$ cat src/nls_defines.svh
`ifndef NLS_DEFINES_SVH
`define NLS_DEFINES_SVH

// clock and timing, figures in their own units
`define NLS_CLK_PERIOD_NS 20
`define NLS_STROBE_NS 60
`define NLS_STROBE_CYC ((`NLS_STROBE_NS + `NLS_CLK_PERIOD_NS - 1) / `NLS_CLK_PERIOD_NS)
`define NLS_WB_NS 100
`define NLS_WB_CYC ((`NLS_WB_NS + `NLS_CLK_PERIOD_NS - 1) / `NLS_CLK_PERIOD_NS)
`define NLS_PWRUP_US 10
`define NLS_PWRUP_CYC ((`NLS_PWRUP_US * 1000 + `NLS_CLK_PERIOD_NS - 1) / `NLS_CLK_PERIOD_NS)
`define NLS_LBSY_MIN_MS 1
`define NLS_LBSY_MIN_CYC ((`NLS_LBSY_MIN_MS * 1000000 + `NLS_CLK_PERIOD_NS - 1) / `NLS_CLK_PERIOD_NS)
`define NLS_LBSY_MAX_MS 10
`define NLS_LBSY_MAX_CYC ((`NLS_LBSY_MAX_MS * 1000000) / `NLS_CLK_PERIOD_NS)

// command bytes
`define NLS_CMD_LOCK_STATUS 8'h7A
`define NLS_CMD_STATUS 8'h70
`define NLS_CMD_ERASE_SETUP 8'h60
`define NLS_CMD_ERASE_CONFIRM 8'hD0

// lock status byte layout
`define NLS_LS_TIGHT_BIT 0
`define NLS_LS_LOCKED_BIT 1
`define NLS_LS_UNLOCKED_BIT 2
`define NLS_LS_WP_BIT 7
// ordinary status byte layout
`define NLS_ST_FAIL_BIT 0
`define NLS_ST_READY_BIT 6
`define NLS_ST_WP_BIT 7

`endif

$ cat src/nls_pkg.sv
package nls_pkg;

   typedef enum logic [1:0] {
      NLS_OP_PROTECT_QUERY = 2'h0,
      NLS_OP_ERASE = 2'h1,
      NLS_OP_SERIAL_READ = 2'h2
   } nls_op_e;

   typedef struct packed {
      nls_op_e op;
      logic [15:0] block;
   } nls_req_s;

   typedef struct packed {
      logic [7:0] data;
      logic via_lock_cmd;
      logic unlocked;
      logic locked;
      logic tight;
      logic not_protected;
      logic long_busy;
      logic timeout;
   } nls_rsp_s;

   typedef struct packed {
      logic cle;
      logic ale;
      logic last;
      logic [7:0] data;
   } nls_cycle_s;

   typedef struct packed {
      logic ce_n;
      logic cle;
      logic ale;
      logic we_n;
      logic output_strobe_n;
      logic wp_n;
      logic io_oe;
      logic [7:0] io_out;
   } nls_pins_s;

endpackage : nls_pkg

$ cat src/nls_host.sv
`timescale 1ns/1ps
`include "nls_defines.svh"

// How it works
// - send 7Ah plus block address, read status
// - no lock status read while busy
// - lock pin high 7Ah, low 70h
// - serial read right after power-on
// - wait 10us after power-up before commands
// - hold write-protect low during power-up
// - erase needs setup then confirm command
module nls_host #(
   parameter logic [19:0] BUSY_TIMEOUT_CYC = 20'(`NLS_LBSY_MAX_CYC),
   parameter logic [19:0] LONG_BUSY_CYC = 20'(`NLS_LBSY_MIN_CYC)
) (
   input wire logic ref_clk,
   input wire logic rst,
   input wire logic req_valid,
   input wire nls_pkg::nls_req_s req,
   output logic req_ready,
   output logic rsp_valid,
   output nls_pkg::nls_rsp_s rsp,
   input wire logic lock_feature_enable_pin,
   input wire logic rb_n,
   input wire logic [7:0] io_in,
   output nls_pkg::nls_pins_s pins
);

   typedef enum logic [2:0] {
      ST_PWR = 3'h0,
      ST_IDLE = 3'h1,
      ST_WLO = 3'h3,
      ST_WHI = 3'h2,
      ST_BSY = 3'h6,
      ST_RLO = 3'h7,
      ST_RHI = 3'h5,
      ST_DONE = 3'h4
   } nls_state_e;

   nls_state_e state_r;
   nls_pkg::nls_req_s req_r;
   logic lock_mode_r;
   logic [1:0] idx_r;
   logic [8:0] cnt_r;
   logic [19:0] bsy_cnt_r;
   logic timeout_r;
   logic [7:0] data_r;
   logic rb_meta_r;
   logic rb_sync_r;
   logic lock_meta_r;
   logic lock_sync_r;
   logic [7:0] io_meta_r;
   logic [7:0] io_sync_r;
   nls_pkg::nls_cycle_s cyc;

   // one bus cycle of a write sequence, picked by op and position
   function automatic nls_pkg::nls_cycle_s cycle_of(input nls_pkg::nls_op_e op, input logic [1:0] idx,
                                                    input logic [15:0] blk, input logic lock_mode);
      nls_pkg::nls_cycle_s c;
      c = '{cle: 1'b0, ale: 1'b1, last: 1'b0, data: 8'h00};
      case (idx)
         2'h0: begin
            c.cle = 1'b1;
            c.ale = 1'b0;
            if (op == nls_pkg::NLS_OP_ERASE) begin
               c.data = `NLS_CMD_ERASE_SETUP;
            end else if (lock_mode) begin
               c.data = `NLS_CMD_LOCK_STATUS;
            end else begin
               // plain part: no address follows the ordinary status command
               c.data = `NLS_CMD_STATUS;
               c.last = 1'b1;
            end
         end
         2'h1: c.data = blk[7:0];
         2'h2: begin
            c.data = blk[15:8];
            c.last = (op != nls_pkg::NLS_OP_ERASE);
         end
         default: begin
            c.cle = 1'b1;
            c.ale = 1'b0;
            c.data = `NLS_CMD_ERASE_CONFIRM;
            c.last = 1'b1;
         end
      endcase
      return c;
   endfunction : cycle_of

   // two flops on every pin input before any use
   always_ff @(posedge ref_clk) begin
      if (rst) begin
         rb_meta_r <= 1'b1;
         rb_sync_r <= 1'b1;
         lock_meta_r <= 1'b0;
         lock_sync_r <= 1'b0;
         io_meta_r <= 8'h00;
         io_sync_r <= 8'h00;
      end else begin
         rb_meta_r <= rb_n;
         rb_sync_r <= rb_meta_r;
         lock_meta_r <= lock_feature_enable_pin;
         lock_sync_r <= lock_meta_r;
         io_meta_r <= io_in;
         io_sync_r <= io_meta_r;
      end
   end

   assign cyc = cycle_of(req_r.op, idx_r, req_r.block, lock_mode_r);

   // requests taken only when idle; queries also wait for ready
   // no query while busy
   assign req_ready = (state_r == ST_IDLE) && (rb_sync_r || req.op != nls_pkg::NLS_OP_PROTECT_QUERY);

   // sequencer and pin drive
   always_ff @(posedge ref_clk) begin
      if (rst) begin
         state_r <= ST_PWR;
         req_r <= '{op: nls_pkg::NLS_OP_PROTECT_QUERY, block: 16'h0000};
         lock_mode_r <= 1'b0;
         idx_r <= 2'h0;
         cnt_r <= 9'h000;
         pins <= '{ce_n: 1'b1, cle: 1'b0, ale: 1'b0, we_n: 1'b1, output_strobe_n: 1'b1,
                   wp_n: 1'b0, io_oe: 1'b0, io_out: 8'h00};
      end else begin
         case (state_r)
            ST_PWR: begin
               cnt_r <= cnt_r + 9'h001;
               if (cnt_r == 9'(`NLS_PWRUP_CYC - 1)) begin
                  cnt_r <= 9'h000;
                  pins.wp_n <= 1'b1;
                  state_r <= ST_IDLE;
               end
            end
            ST_IDLE: begin
               pins.ce_n <= 1'b1;
               pins.io_oe <= 1'b0;
               if (req_valid && req_ready) begin
                  req_r <= req;
                  lock_mode_r <= lock_sync_r;
                  idx_r <= 2'h0;
                  cnt_r <= 9'h000;
                  pins.ce_n <= 1'b0;
                  state_r <= (req.op == nls_pkg::NLS_OP_SERIAL_READ) ? ST_RLO : ST_WLO;
               end
            end
            ST_WLO: begin
               pins.cle <= cyc.cle;
               pins.ale <= cyc.ale;
               pins.io_out <= cyc.data;
               pins.io_oe <= 1'b1;
               pins.we_n <= 1'b0;
               cnt_r <= cnt_r + 9'h001;
               if (cnt_r == 9'(`NLS_STROBE_CYC - 1)) begin
                  cnt_r <= 9'h000;
                  pins.we_n <= 1'b1;
                  state_r <= ST_WHI;
               end
            end
            ST_WHI: begin
               cnt_r <= cnt_r + 9'h001;
               if (cnt_r == 9'(`NLS_STROBE_CYC - 1)) begin
                  cnt_r <= 9'h000;
                  pins.cle <= 1'b0;
                  pins.ale <= 1'b0;
                  pins.io_oe <= 1'b0;
                  if (!cyc.last) begin
                     idx_r <= idx_r + 2'h1;
                     state_r <= ST_WLO;
                  end else if (req_r.op == nls_pkg::NLS_OP_ERASE) begin
                     state_r <= ST_BSY;
                  end else begin
                     state_r <= ST_RLO;
                  end
               end
            end
            ST_BSY: begin
               if (cnt_r != 9'(`NLS_WB_CYC)) begin
                  cnt_r <= cnt_r + 9'h001;
               end else if (rb_sync_r || timeout_r) begin
                  state_r <= ST_DONE;
               end
            end
            ST_RLO: begin
               // strobe falls with chip select already low
               pins.output_strobe_n <= 1'b0;
               cnt_r <= cnt_r + 9'h001;
               if (cnt_r == 9'(`NLS_STROBE_CYC + 2)) begin
                  cnt_r <= 9'h000;
                  pins.output_strobe_n <= 1'b1;
                  state_r <= ST_RHI;
               end
            end
            ST_RHI: begin
               cnt_r <= cnt_r + 9'h001;
               if (cnt_r == 9'(`NLS_STROBE_CYC - 1)) begin
                  cnt_r <= 9'h000;
                  state_r <= ST_DONE;
               end
            end
            ST_DONE: begin
               pins.ce_n <= 1'b1;
               state_r <= ST_IDLE;
            end
            default: state_r <= ST_IDLE;
         endcase
      end
   end

   // busy duration; the line is wired-or so any low device holds us
   // open drain shared line
   always_ff @(posedge ref_clk) begin
      if (rst || state_r != ST_BSY) begin
         bsy_cnt_r <= 20'h00000;
         timeout_r <= 1'b0;
      end else if (cnt_r == 9'(`NLS_WB_CYC) && !rb_sync_r) begin
         bsy_cnt_r <= bsy_cnt_r + 20'h00001;
         timeout_r <= (bsy_cnt_r >= BUSY_TIMEOUT_CYC - 20'h00001);
      end
   end

   // capture late so the synced bus has settled behind the strobe
   // status held live under strobe
   always_ff @(posedge ref_clk) begin
      if (rst) begin
         data_r <= 8'h00;
      end else if (state_r == ST_RLO && cnt_r == 9'(`NLS_STROBE_CYC + 2)) begin
         data_r <= io_sync_r;
      end
   end

   // answer record, one pulse per request
   always_ff @(posedge ref_clk) begin
      if (rst) begin
         rsp_valid <= 1'b0;
         rsp <= '0;
      end else begin
         rsp_valid <= (state_r == ST_DONE);
         if (state_r == ST_DONE) begin
            rsp.data <= data_r;
            rsp.via_lock_cmd <= lock_mode_r && req_r.op == nls_pkg::NLS_OP_PROTECT_QUERY;
            if (lock_mode_r && req_r.op == nls_pkg::NLS_OP_PROTECT_QUERY) begin
               rsp.unlocked <= data_r[`NLS_LS_UNLOCKED_BIT];
               rsp.locked <= data_r[`NLS_LS_LOCKED_BIT];
               rsp.tight <= data_r[`NLS_LS_TIGHT_BIT];
               rsp.not_protected <= data_r[`NLS_LS_WP_BIT];
            end else begin
               rsp.unlocked <= 1'b0;
               rsp.locked <= 1'b0;
               rsp.tight <= 1'b0;
               rsp.not_protected <= data_r[`NLS_ST_WP_BIT];
            end
            rsp.long_busy <= (req_r.op == nls_pkg::NLS_OP_ERASE) && (bsy_cnt_r >= LONG_BUSY_CYC);
            rsp.timeout <= timeout_r;
         end
      end
   end

endmodule : nls_host

$ cat config.mk
export PLATFORM = sky130hd
export DESIGN_NAME = nls_host
export DESIGN_NICKNAME = d
export VERILOG_FILES = /design/src/nls_pkg.sv /design/src/nls_host.sv
export VERILOG_INCLUDE_DIRS = /design/src /design/src/src
export SDC_FILE = /design/constraint.sdc
export NUM_CORES = 1
export LEC_CHECK = 0
export BUFFER_PORTS_ARGS = -buffer_cell sky130_fd_sc_hd__buf_2
export CORE_MARGIN = 2
export CORE_UTILIZATION = 57
export DETAILED_ROUTE_END_ITERATION = 6
export PLACE_DENSITY = 0.86
export SYNTH_ARGS = -nofsm -noshare
export SYNTH_HDL_FRONTEND = slang
export SYNTH_SLANG_ARGS = --single-unit
$ cat constraint.sdc
create_clock -name ref_clk -period 3 [get_ports ref_clk]
set_clock_uncertainty 0.2 [all_clocks]
set_input_delay 0.3 -clock ref_clk [delete_from_list [all_inputs] [get_ports ref_clk]]
set_output_delay 0.3 -clock ref_clk [all_outputs]
set_load 0.02 [all_outputs]
==> out/metrics.cfg, run 1 <==
[status]
outcome = finished with violations
violations = DRC

[worst_hold_path]
holdCritStartpoint = rb_meta_r$_SDFF_PP1_
worstHoldPathType = reg2reg
whs_endpoint = rb_sync_r$_SDFF_PP1_
hold_depth = 1

[floorplan]
dieArea_um2 = 8875
die_y_um = 94.21
rows = 32
top_level_ports = 63
core_area_um2 = 7807
initial_core_util_pct = 59.41
fp.dieW_um = 94.21

[power_and_ir_drop]
total_power_mw = 2.940
p_leak_nw = 2.045
p_comb_share_pct = 12.7
p_int_mw = 2.062
p_switching_mw = 0.8779
swShare_pct = 29.86
clkPwrFrac_pct = 31.7
p_seq_share_pct = 55.6
power_density_nw_per_um2 = 533.4
ir_drop_uv = 281.8

[synth]
yosysWarnings = 0
synthAdderAreaFrac_pct = 2.428
syn-num-nets = 580
synth_ff_type = dfxtp_1
synth-edff-count = 0
ys_seq_elements = 112
avgSynthCellArea_um2 = 8.589
yosysSeqAreaShare_pct = 48.34
synth_top_family_by_area = simple AND/OR/NAND/NOR gates
synth_compound_area_share_pct = 13.76
yosysUniqueCellTypes = 49
async_reset_ff_share_pct = 0
muxShareOfSynthArea_pct = 2.590
syn_inst = 540
synth_xor_area_share_pct = 3.021
synth-simple-area-share_pct = 25.95
syn_area_um2 = 4638

[timing]
setup_viol = 0
slew_violations = 0
worstMarginPinSlew_ns = 0.7720
period_share_pct = 90.32
final_hold_viol_count = 0
grt_setup_unrepaired = false
fmax_mhz = 369.1
setup_tns_ns = 0
hold_ws_ns = 0.2224
setup_slack_ns = 0.2903
relSlewSlack_pct = 48.53
period_minus_slack_ns = 2.710

[global_route]
grt_remaining_overflow = 0
grt_max_degree = 45
antenna_found_initial = 0
grt_use_total_pct = 24.88
grt_pass1_vias = 3774
grt_pass1_wl_um = 17600

[setup_path]
end_kind = register
worstSetupStartpointType = register
cp_slowest_cell = or4_4
r2r.worst_path.cells = 5
path_cells = or4_4 -> o31ai_1 -> and3_1 -> a22oi_1 -> a21oi_1
critPathKind = reg2reg
critPathMaxFanout = 14
critPathMaxStageDelay_ns = 0.62
crit_buf_inv = 0
crit_required_ns = 3.10
r2r-start = cnt_r[5]$_SDFFE_PP0P_
rrSetupSlack_ns = 0.29
critPathArrivalTime_ns = 2.81
critical_path.top_delay_family = simple AND/OR/NAND/NOR gates
timing.rr.end = cnt_r[1]$_SDFFE_PP0P_

[finish]
multiInputGateArea_um2 = 2221
antennaDiodeCount = 0
fin_nets = 657
fillers = 562
fin_util_pct = 70.61
drive_gt1_share_pct = 15.27
final_cells = 724
area_delta_synth_final_pct = 18.86
regArea_um2 = 2242
layout_commonest_cell = dfxtp_1
final_area_um2 = 5513
final_cell_mix = dfxtp_1 (112), nand2_1 (74), buf_2 (62)

[placement]
dp_hpwl_um = 6887
io_buffers = 62
dpl-instance-area_um2 = 5010
pre_cts_ws_ns = 0.3294
place_inst = 679
gp_congestion = 0.9745

[cts]
root_buffer = clkbuf_8
clock_sinks = 112
clk_pin_slew_ns = 0.11
cts_setup_buffers = 0
numCtsBuffers = 9
clockBufferDepth = 2
cts_tree = yes
h-tree-depth = 3
insertion_delay_ns = 0.39

[detailed_routing]
dr_total_vias = 4101
dr.first_iter.drc_count = 344
drtAntennaViolNets = 0
routed_via_density = 5.664
first_pass_iters = 7
wire_per_inst_um = 14.60
drt_wl_total_um = 10570
drcViolationCount = 3

[run]
cap_violations = 0

synth_stat cells (all sizes together), types with 3 or more instances:
library cell | number | area share (%)
nor4 | 4 | 0.86
nand2 | 74 | 6.0
buf | 6 | 0.67
nor2 | 54 | 4.4
o21ai | 17 | 1.8
ha | 9 | 2.4
or3 | 7 | 0.94
xnor2 | 6 | 1.1
nand4 | 14 | 1.9
or2 | 3 | 0.40
nor3 | 15 | 1.9
or4 | 12 | 2.0
and2 | 3 | 0.40
xor2 | 10 | 1.9
a221oi | 3 | 0.57
o31ai | 8 | 1.3
inv | 13 | 1.1
a21oi | 51 | 5.5
a22oi | 4 | 0.65
mux2i | 12 | 2.6
a22o | 4 | 0.76
and3 | 5 | 0.67
dfxtp | 112 | 48
a31oi | 4 | 0.54
clkbuf | 27 | 2.2
nand3 | 16 | 1.7
nand2b | 6 | 0.81
nor2b | 20 | 2.7
flip-flops by register name (all words and copies together) (netlist names):
signal,count
bsy_cnt_r,20
rb_meta_r,1
state_r,3
cnt_r,9
rb_sync_r,1
io_sync_r,8
data_r,8
req_r,18
rsp_valid,1
io_meta_r,8
rsp,14
pins,15
idx_r,2
timeout_r,1
lock_mode_r,1
lock_sync_r,1
lock_meta_r,1
layout make-up:
type                    count  share of cell area, %
clock inverters             7                  1.611
flip-flops and latches    112                  40.67
clock buffers               9                  2.247
repair buffers             99                  11.98
well taps                 102                  2.315
multi-input cells         382                  40.29
inverters                  13                 0.8852
cells by family (layout without fill, tap and decap cells):
logic type | count (synthesis) | in the layout
adder cells (fa/ha/maj) | 9 | 9
multiplexers | 12 | 12
AO/OA/AOI/OAI | 105 | 105
flip-flops | 112 | 112
XOR/XNOR | 16 | 16
buffers and inverters | 46 | 128
AND/OR/NAND/NOR | 240 | 240
worst max-delay path by stage:
stage | to | slack (ns) | cells after the start | startpoint
global route | cnt_r[1]$_SDFFE_PP0P_ | 0.09 | 5 | cnt_r[5]$_SDFFE_PP0P_
finish | cnt_r[1]$_SDFFE_PP0P_ | 0.29 | 5 | cnt_r[5]$_SDFFE_PP0P_
detailed placement | state_r[2]$_SDFFE_PP0P_ | 0.33 | 6 | cnt_r[1]$_SDFFE_PP0P_
CTS | cnt_r[1]$_SDFFE_PP0P_ | 0.28 | 5 | cnt_r[5]$_SDFFE_PP0P_
global placement | cnt_r[8]$_SDFFE_PP0P_ | 0.50 | 5 | cnt_r[5]$_SDFFE_PP0P_
floorplan | state_r[2]$_SDFFE_PP0P_ | 0.59 | 7 | cnt_r[0]$_SDFFE_PP0P_
repair_timing:
item,in CTS,in global routing
endpoints found under the hold margin,30,0
hold buffers,29,0
resized for setup,0,0
power groups by stage:
stage	Sequential, mW	Clock [mW]	Combinational, mW
2_1_floorplan	1.64	0	0.256
3_3_place_gp	1.66	0	0.324
3_5_place_dp	1.67	0	0.336
4_1_cts	1.63	0.942	0.367
5_1_grt	1.65	1.02	0.410
6_report	1.63	0.932	0.373
per-layer routing:
metal  global-route usage (%)  part of all wire, %
met5                        0                    0
met4                    7.729                  1.6
met3                    4.494                  4.8
met2                    41.61                   49
met1                    32.66                   45
worst reg2reg max path, cell delays in order (launching register included):
cell and delay [ns]:
dfxtp_1 0.38, or4_4 0.62, o31ai_1 0.38, and3_1 0.50
a22oi_1 0.35, a21oi_1 0.21
(Power assumes the default switching activity.)
==> inputs of run 2 (changes only) <==
Settings changed: CORE_ASPECT_RATIO set to 1.5, REMOVE_ABC_BUFFERS set to 1.
==> out/metrics.cfg, run 2 (same netlist as run 1, synthesis figures left out) <==
[status]
outcome = completed

[placement]
dp_hpwl_um = 7088  ; +2.9%
io_buffers = 62  ; unchanged
place_inst = 682  ; +0.44%
dpl-instance-area_um2 = 5014  ; about the same
gp_congestion = 0.8943  ; -8.2%
pre_cts_ws_ns = 0.3746  ; +0.04511 ns

[finish]
regArea_um2 = 2242  ; unchanged
multiInputGateArea_um2 = 2221  ; unchanged
fin_util_pct = 69.58  ; -1.0 points
final_cell_mix = dfxtp_1 (112), nand2_1 (74), buf_2 (62)
layout_commonest_cell = dfxtp_1
drive_gt1_share_pct = 15.45  ; +0.17 points
area_delta_synth_final_pct = 19.37
fin_nets = 650  ; -1.1%
final_cells = 720  ; -0.55%
antennaDiodeCount = 0  ; unchanged
reg.largest.list = bsy_cnt_r: 20 flops, req_r: 18 flops, pins: 15 flops
fillers = 562  ; unchanged
final_area_um2 = 5537  ; +0.43%
largest-register = bsy_cnt_r
largest_reg_flops = 20  ; unchanged

[detailed_routing]
drcViolationCount = 0  ; -3
wire_per_inst_um = 14.83  ; +1.6%
dr.first_iter.drc_count = 457  ; +33%
first_pass_iters = 5  ; -2
drtAntennaViolNets = 0  ; unchanged
routed_via_density = 5.789  ; +2.2%
drt_wl_total_um = 10680  ; +1.0%
dr_total_vias = 4168  ; +1.6%

[power_and_ir_drop]
p_seq_share_pct = 51.7  ; -3.9 points
p_comb_share_pct = 11.4  ; -1.3 points
p_int_mw = 2.316  ; +12%
p_switching_mw = 0.8534  ; -2.8%
p_leak_nw = 2.054  ; +0.46%
swShare_pct = 26.93  ; -2.9 points
ir_drop_uv = 443.0  ; +57%
power_density_nw_per_um2 = 572.4  ; +7.3%
clkPwrFrac_pct = 36.9  ; +5.2 points
total_power_mw = 3.169  ; +7.8%

[cts]
h-tree-depth = 3  ; unchanged
cts_setup_buffers = 0  ; unchanged
clk_pin_slew_ns = 0.07  ; -0.04 ns
insertion_delay_ns = 0.35  ; -0.04 ns
ctsHoldBuffers = 22  ; -24%
clockBufferDepth = 2  ; unchanged
root_buffer = clkbuf_16
cts_tree = yes
numCtsBuffers = 9  ; unchanged
cts.repair.resized = 0  ; unchanged
clock_sinks = 112  ; unchanged

[global_route]
grt_max_degree = 39  ; -13%
antenna_found_initial = 0  ; unchanged
grt_pass1_vias = 3917  ; +3.8%
grt_use_total_pct = 24.63  ; -0.25 points
grt_remaining_overflow = 0  ; unchanged
grt_pass1_wl_um = 17620  ; +0.11%

[worst_hold_path]
worstHoldPathType = in2reg

[setup_path]
crit_required_ns = 3.07  ; -0.03 ns
rrSetupSlack_ns = 0.27  ; -0.02 ns
critPathMaxFanout = 14  ; unchanged
critPathKind = reg2reg
critPathArrivalTime_ns = 2.81  ; about the same
worstSetupStartpointType = register
end_kind = register

[timing]
final_hold_viol_count = 0  ; unchanged
worstMarginPinSlew_ns = 0.7561  ; -0.01591 ns
relSlewSlack_pct = 49.59  ; +1.1 points
fmax_mhz = 365.9  ; -0.85%
period_minus_slack_ns = 2.733  ; +0.02322 ns
setup_viol = 0  ; unchanged
setup_tns_ns = 0  ; unchanged
slew_violations = 0  ; unchanged
period_share_pct = 91.10  ; +0.77 points
grt_setup_unrepaired = false
setup_slack_ns = 0.2671  ; -0.02322 ns
hold_ws_ns = 0.003808  ; -0.2186 ns

[floorplan]
rows = 40  ; +25%
initial_core_util_pct = 58.29  ; -1.1 points
core_area_um2 = 7958  ; +1.9%
die_y_um = 114.5  ; +22%
fp.dieW_um = 77.66  ; -18%
dieArea_um2 = 8890  ; +0.17%
top_level_ports = 63  ; unchanged

[run]
cap_violations = 0  ; unchanged

[run 2: worst paths after layout]
kind                                             from                     to  cells past startpoint
worst min-delay path                           req[1]  req_r[1]$_SDFFE_PP0P_                      3
worst min register to register   rb_meta_r$_SDFF_PP1_   rb_sync_r$_SDFF_PP1_                      1
worst max register to register  cnt_r[5]$_SDFFE_PP0P_  cnt_r[4]$_SDFFE_PP0P_                      5
worst max-delay path            cnt_r[5]$_SDFFE_PP0P_  cnt_r[4]$_SDFFE_PP0P_                      5
[run 2: layout make-up]
type                    instances  share of cell area [%]
inverters                      13                  0.8814
well taps                     105                   2.373
flip-flops and latches        112                   40.50
clock inverters                 6                   1.153
repair buffers                 92                   10.67
multi-input cells             382                   40.11
clock buffers                  10                   4.316
[run 2: critical path: stages, from the launching register on]
cell and delay, ns:
dfxtp_1 0.36, or4_4 0.61, o31ai_1 0.44, and3_1 0.50, a22oi_1 0.34, a21oi_1 0.21
[run 2: power groups by stage]
stage	combinational (mW)	sequential [mW]	clock, mW
floorplan	0.211	1.66	0
global placement	0.314	1.66	0
detailed placement	0.328	1.67	0
CTS	0.355	1.63	1.19
global route	0.397	1.65	1.25
finish	0.361	1.64	1.17
[run 2: per-layer routing]
| metal | global-route usage (%) | vias up | routed length (um) |
|---|---|---|---|
| met3 | 3.864 | 28 | 534 |
| met5 | 0 | - | 0 |
| met1 | 29.03 | 1978 | 4242 |
| met4 | 12.74 | 0 | 341 |
| met2 | 42.93 | 148 | 5557 |
| li1 | - | 2014 | - |
==> inputs of run 3 (changes only) <==
Settings changed: CELL_PAD_IN_SITES_DETAIL_PLACEMENT set to 1, CELL_PAD_IN_SITES_GLOBAL_PLACEMENT set to 2, CORE_UTILIZATION 57 to 34, PLACE_DENSITY 0.86 to 0.85.
==> out/metrics.cfg, run 3 (same netlist as run 1, synthesis figures left out) <==
[status]
outcome = completed

[finish]
antennaDiodeCount = 0  ; unchanged
largest-register = bsy_cnt_r
largest_reg_flops = 20  ; unchanged
reg.largest.list = bsy_cnt_r: 20 flops, req_r: 18 flops, pins: 15 flops
final_cell_mix = dfxtp_1 (112), nand2_1 (74), buf_2 (62)
layout_commonest_cell = dfxtp_1
area_delta_synth_final_pct = 21.82
fillers = 1602  ; +190%
drive_gt1_share_pct = 15.65  ; +0.20 points
final_area_um2 = 5650  ; +2.1%
fin_nets = 655  ; +0.77%

[detailed_routing]
wire_per_inst_um = 15.62  ; +5.4%
drtAntennaViolNets = 0  ; unchanged
routed_via_density = 5.219  ; -9.9%
drcViolationCount = 0  ; unchanged
dr.first_iter.drc_count = 158  ; -65%
first_pass_iters = 5  ; unchanged
dr_total_vias = 4081  ; -2.1%
drt_wl_total_um = 12220  ; +14%

[worst_hold_path]
hold_depth = 3  ; unchanged
worstHoldPathType = in2reg
holdCritStartpoint = req[1]

[floorplan]
fp.dieW_um = 99.37  ; +28%
die_y_um = 147.1  ; +28%
initial_core_util_pct = 34.61  ; -24 points
core_area_um2 = 13400  ; +68%
rows = 52  ; +30%
dieArea_um2 = 14610  ; +64%
top_level_ports = 63  ; unchanged

[setup_path]
worstSetupStartpointType = register
cp-startpoint = cnt_r[5]$_SDFFE_PP0P_
r2r-start = cnt_r[5]$_SDFFE_PP0P_
critPathKind = reg2reg
critPathMaxFanout = 14  ; unchanged
crit_required_ns = 3.08  ; about the same
critPathArrivalTime_ns = 2.81  ; about the same
end_kind = register
r2r.worst_path.cells = 5  ; unchanged

[run]
cap_violations = 0  ; unchanged

[timing]
final_hold_viol_count = 0  ; unchanged
slew_violations = 0  ; unchanged
period_share_pct = 91.07  ; about the same
period_minus_slack_ns = 2.732  ; -0.0008410 ns
worstMarginPinSlew_ns = 0.7556  ; -0.0004728 ns
grt_setup_unrepaired = false
hold_ws_ns = 0.01586  ; +0.01206 ns
setup_viol = 0  ; unchanged
fmax_mhz = 366.0  ; about the same
relSlewSlack_pct = 49.62  ; about the same
setup_tns_ns = 0  ; unchanged

[placement]
io_buffers = 62  ; unchanged
dpl-instance-area_um2 = 5107  ; +1.9%
gp_congestion = 0.8333  ; -6.8%
dp_hpwl_um = 8711  ; +23%

[global_route]
grt_use_total_pct = 17.17  ; -7.5 points
grt_remaining_overflow = 0  ; unchanged
antenna_found_initial = 0  ; unchanged
grt_pass1_vias = 4191  ; +7.0%
grt_pass1_wl_um = 20220  ; +15%
grt_max_degree = 40  ; +2.6%

[cts]
numCtsBuffers = 9  ; unchanged
clockBufferDepth = 2  ; unchanged
clock_sinks = 112  ; unchanged
root_buffer = clkbuf_16
cts_setup_buffers = 0  ; unchanged
clk_pin_slew_ns = 0.08  ; about the same
h-tree-depth = 3  ; unchanged
insertion_delay_ns = 0.35  ; about the same
cts_tree = yes

[power_and_ir_drop]
power_density_nw_per_um2 = 573.7  ; +0.23%
p_leak_nw = 2.080  ; +1.3%
ir_drop_uv = 349.5  ; -21%

[run 3: changes by cell type in the layout (fill, tap and decap cells not counted)]
cell / previous run / this run
inv_6: 0 / 4
buf_4: 8 / 11
dlygate4sd3_1: 22 / 24
inv_8: 2 / 0
bufinv_16: 0 / 1
clkbuf_1: 0 / 1
clkbuf_8: 1 / 0
clkinv_4: 2 / 1
clkinv_8: 1 / 0
clkinvlp_4: 1 / 0
[run 3: worst paths after layout]
path | endpoint | slack (ns)
worst max-delay path | cnt_r[3]$_SDFFE_PP0P_ | 0.27
worst min-delay path | req_r[1]$_SDFFE_PP0P_ | 0.02
worst max register to register | cnt_r[3]$_SDFFE_PP0P_ | 0.27
worst min register to register | lock_mode_r$_SDFFE_PP0P_ | 0.24
[run 3: area by class of cell]
class	count	area (um2)	area share [%]
clock buffers	10	229.0	4.052
clock inverters	6	73.82	1.306
inverters	13	48.80	0.8636
multi-input cells	382	2221	39.30
flip-flops and latches	112	2242	39.68
well taps	162	202.7	3.587
repair buffers	97	633.1	11.20
[run 3: layer usage]
metal  track usage, %  vias to the layer above  wire, um
met5                0                        -         0
met4            6.918                        0       240
met3            2.236                       13       239
met2            30.37                       46      6513
met1            20.81                     1997      5222
li1                 -                     2025         -
[run 3: timing repair]
action / in CTS / in global routing
hold buffers: 24 / 0
gates resized for setup: 0 / 0
endpoints found under the hold margin: 24 / 0
[run 3: power breakdown]
| group | switching [mW] | internal [mW] | total [mW] |
|---|---|---|---|
| Clock | 0.567 | 0.662 | 1.23 |
| Combinational | 0.225 | 0.160 | 0.386 |
| Sequential | 0.0699 | 1.56 | 1.63 |
| Total | 0.862 | 2.38 | 3.24 |
[run 3: worst max-delay path, stage by stage (launching register included)]
cell and delay, ns:
dfxtp_1 0.35, or4_4 0.62, o31ai_1 0.39, and3_1 0.53, a22oi_1 0.36, a21oi_1 0.21
[run 3: through the flow]
stage               cells  utilization, %  total power, mW  setup slack, ns
finish                782           42.16            3.242           0.2680
detailed placement    742           38.11            2.022           0.2729
floorplan             507               -            1.870           0.1182
global placement      742           38.11            2.007           0.4606
global route          782           42.16            3.394          0.07452
CTS                   782           42.16            3.285           0.2693
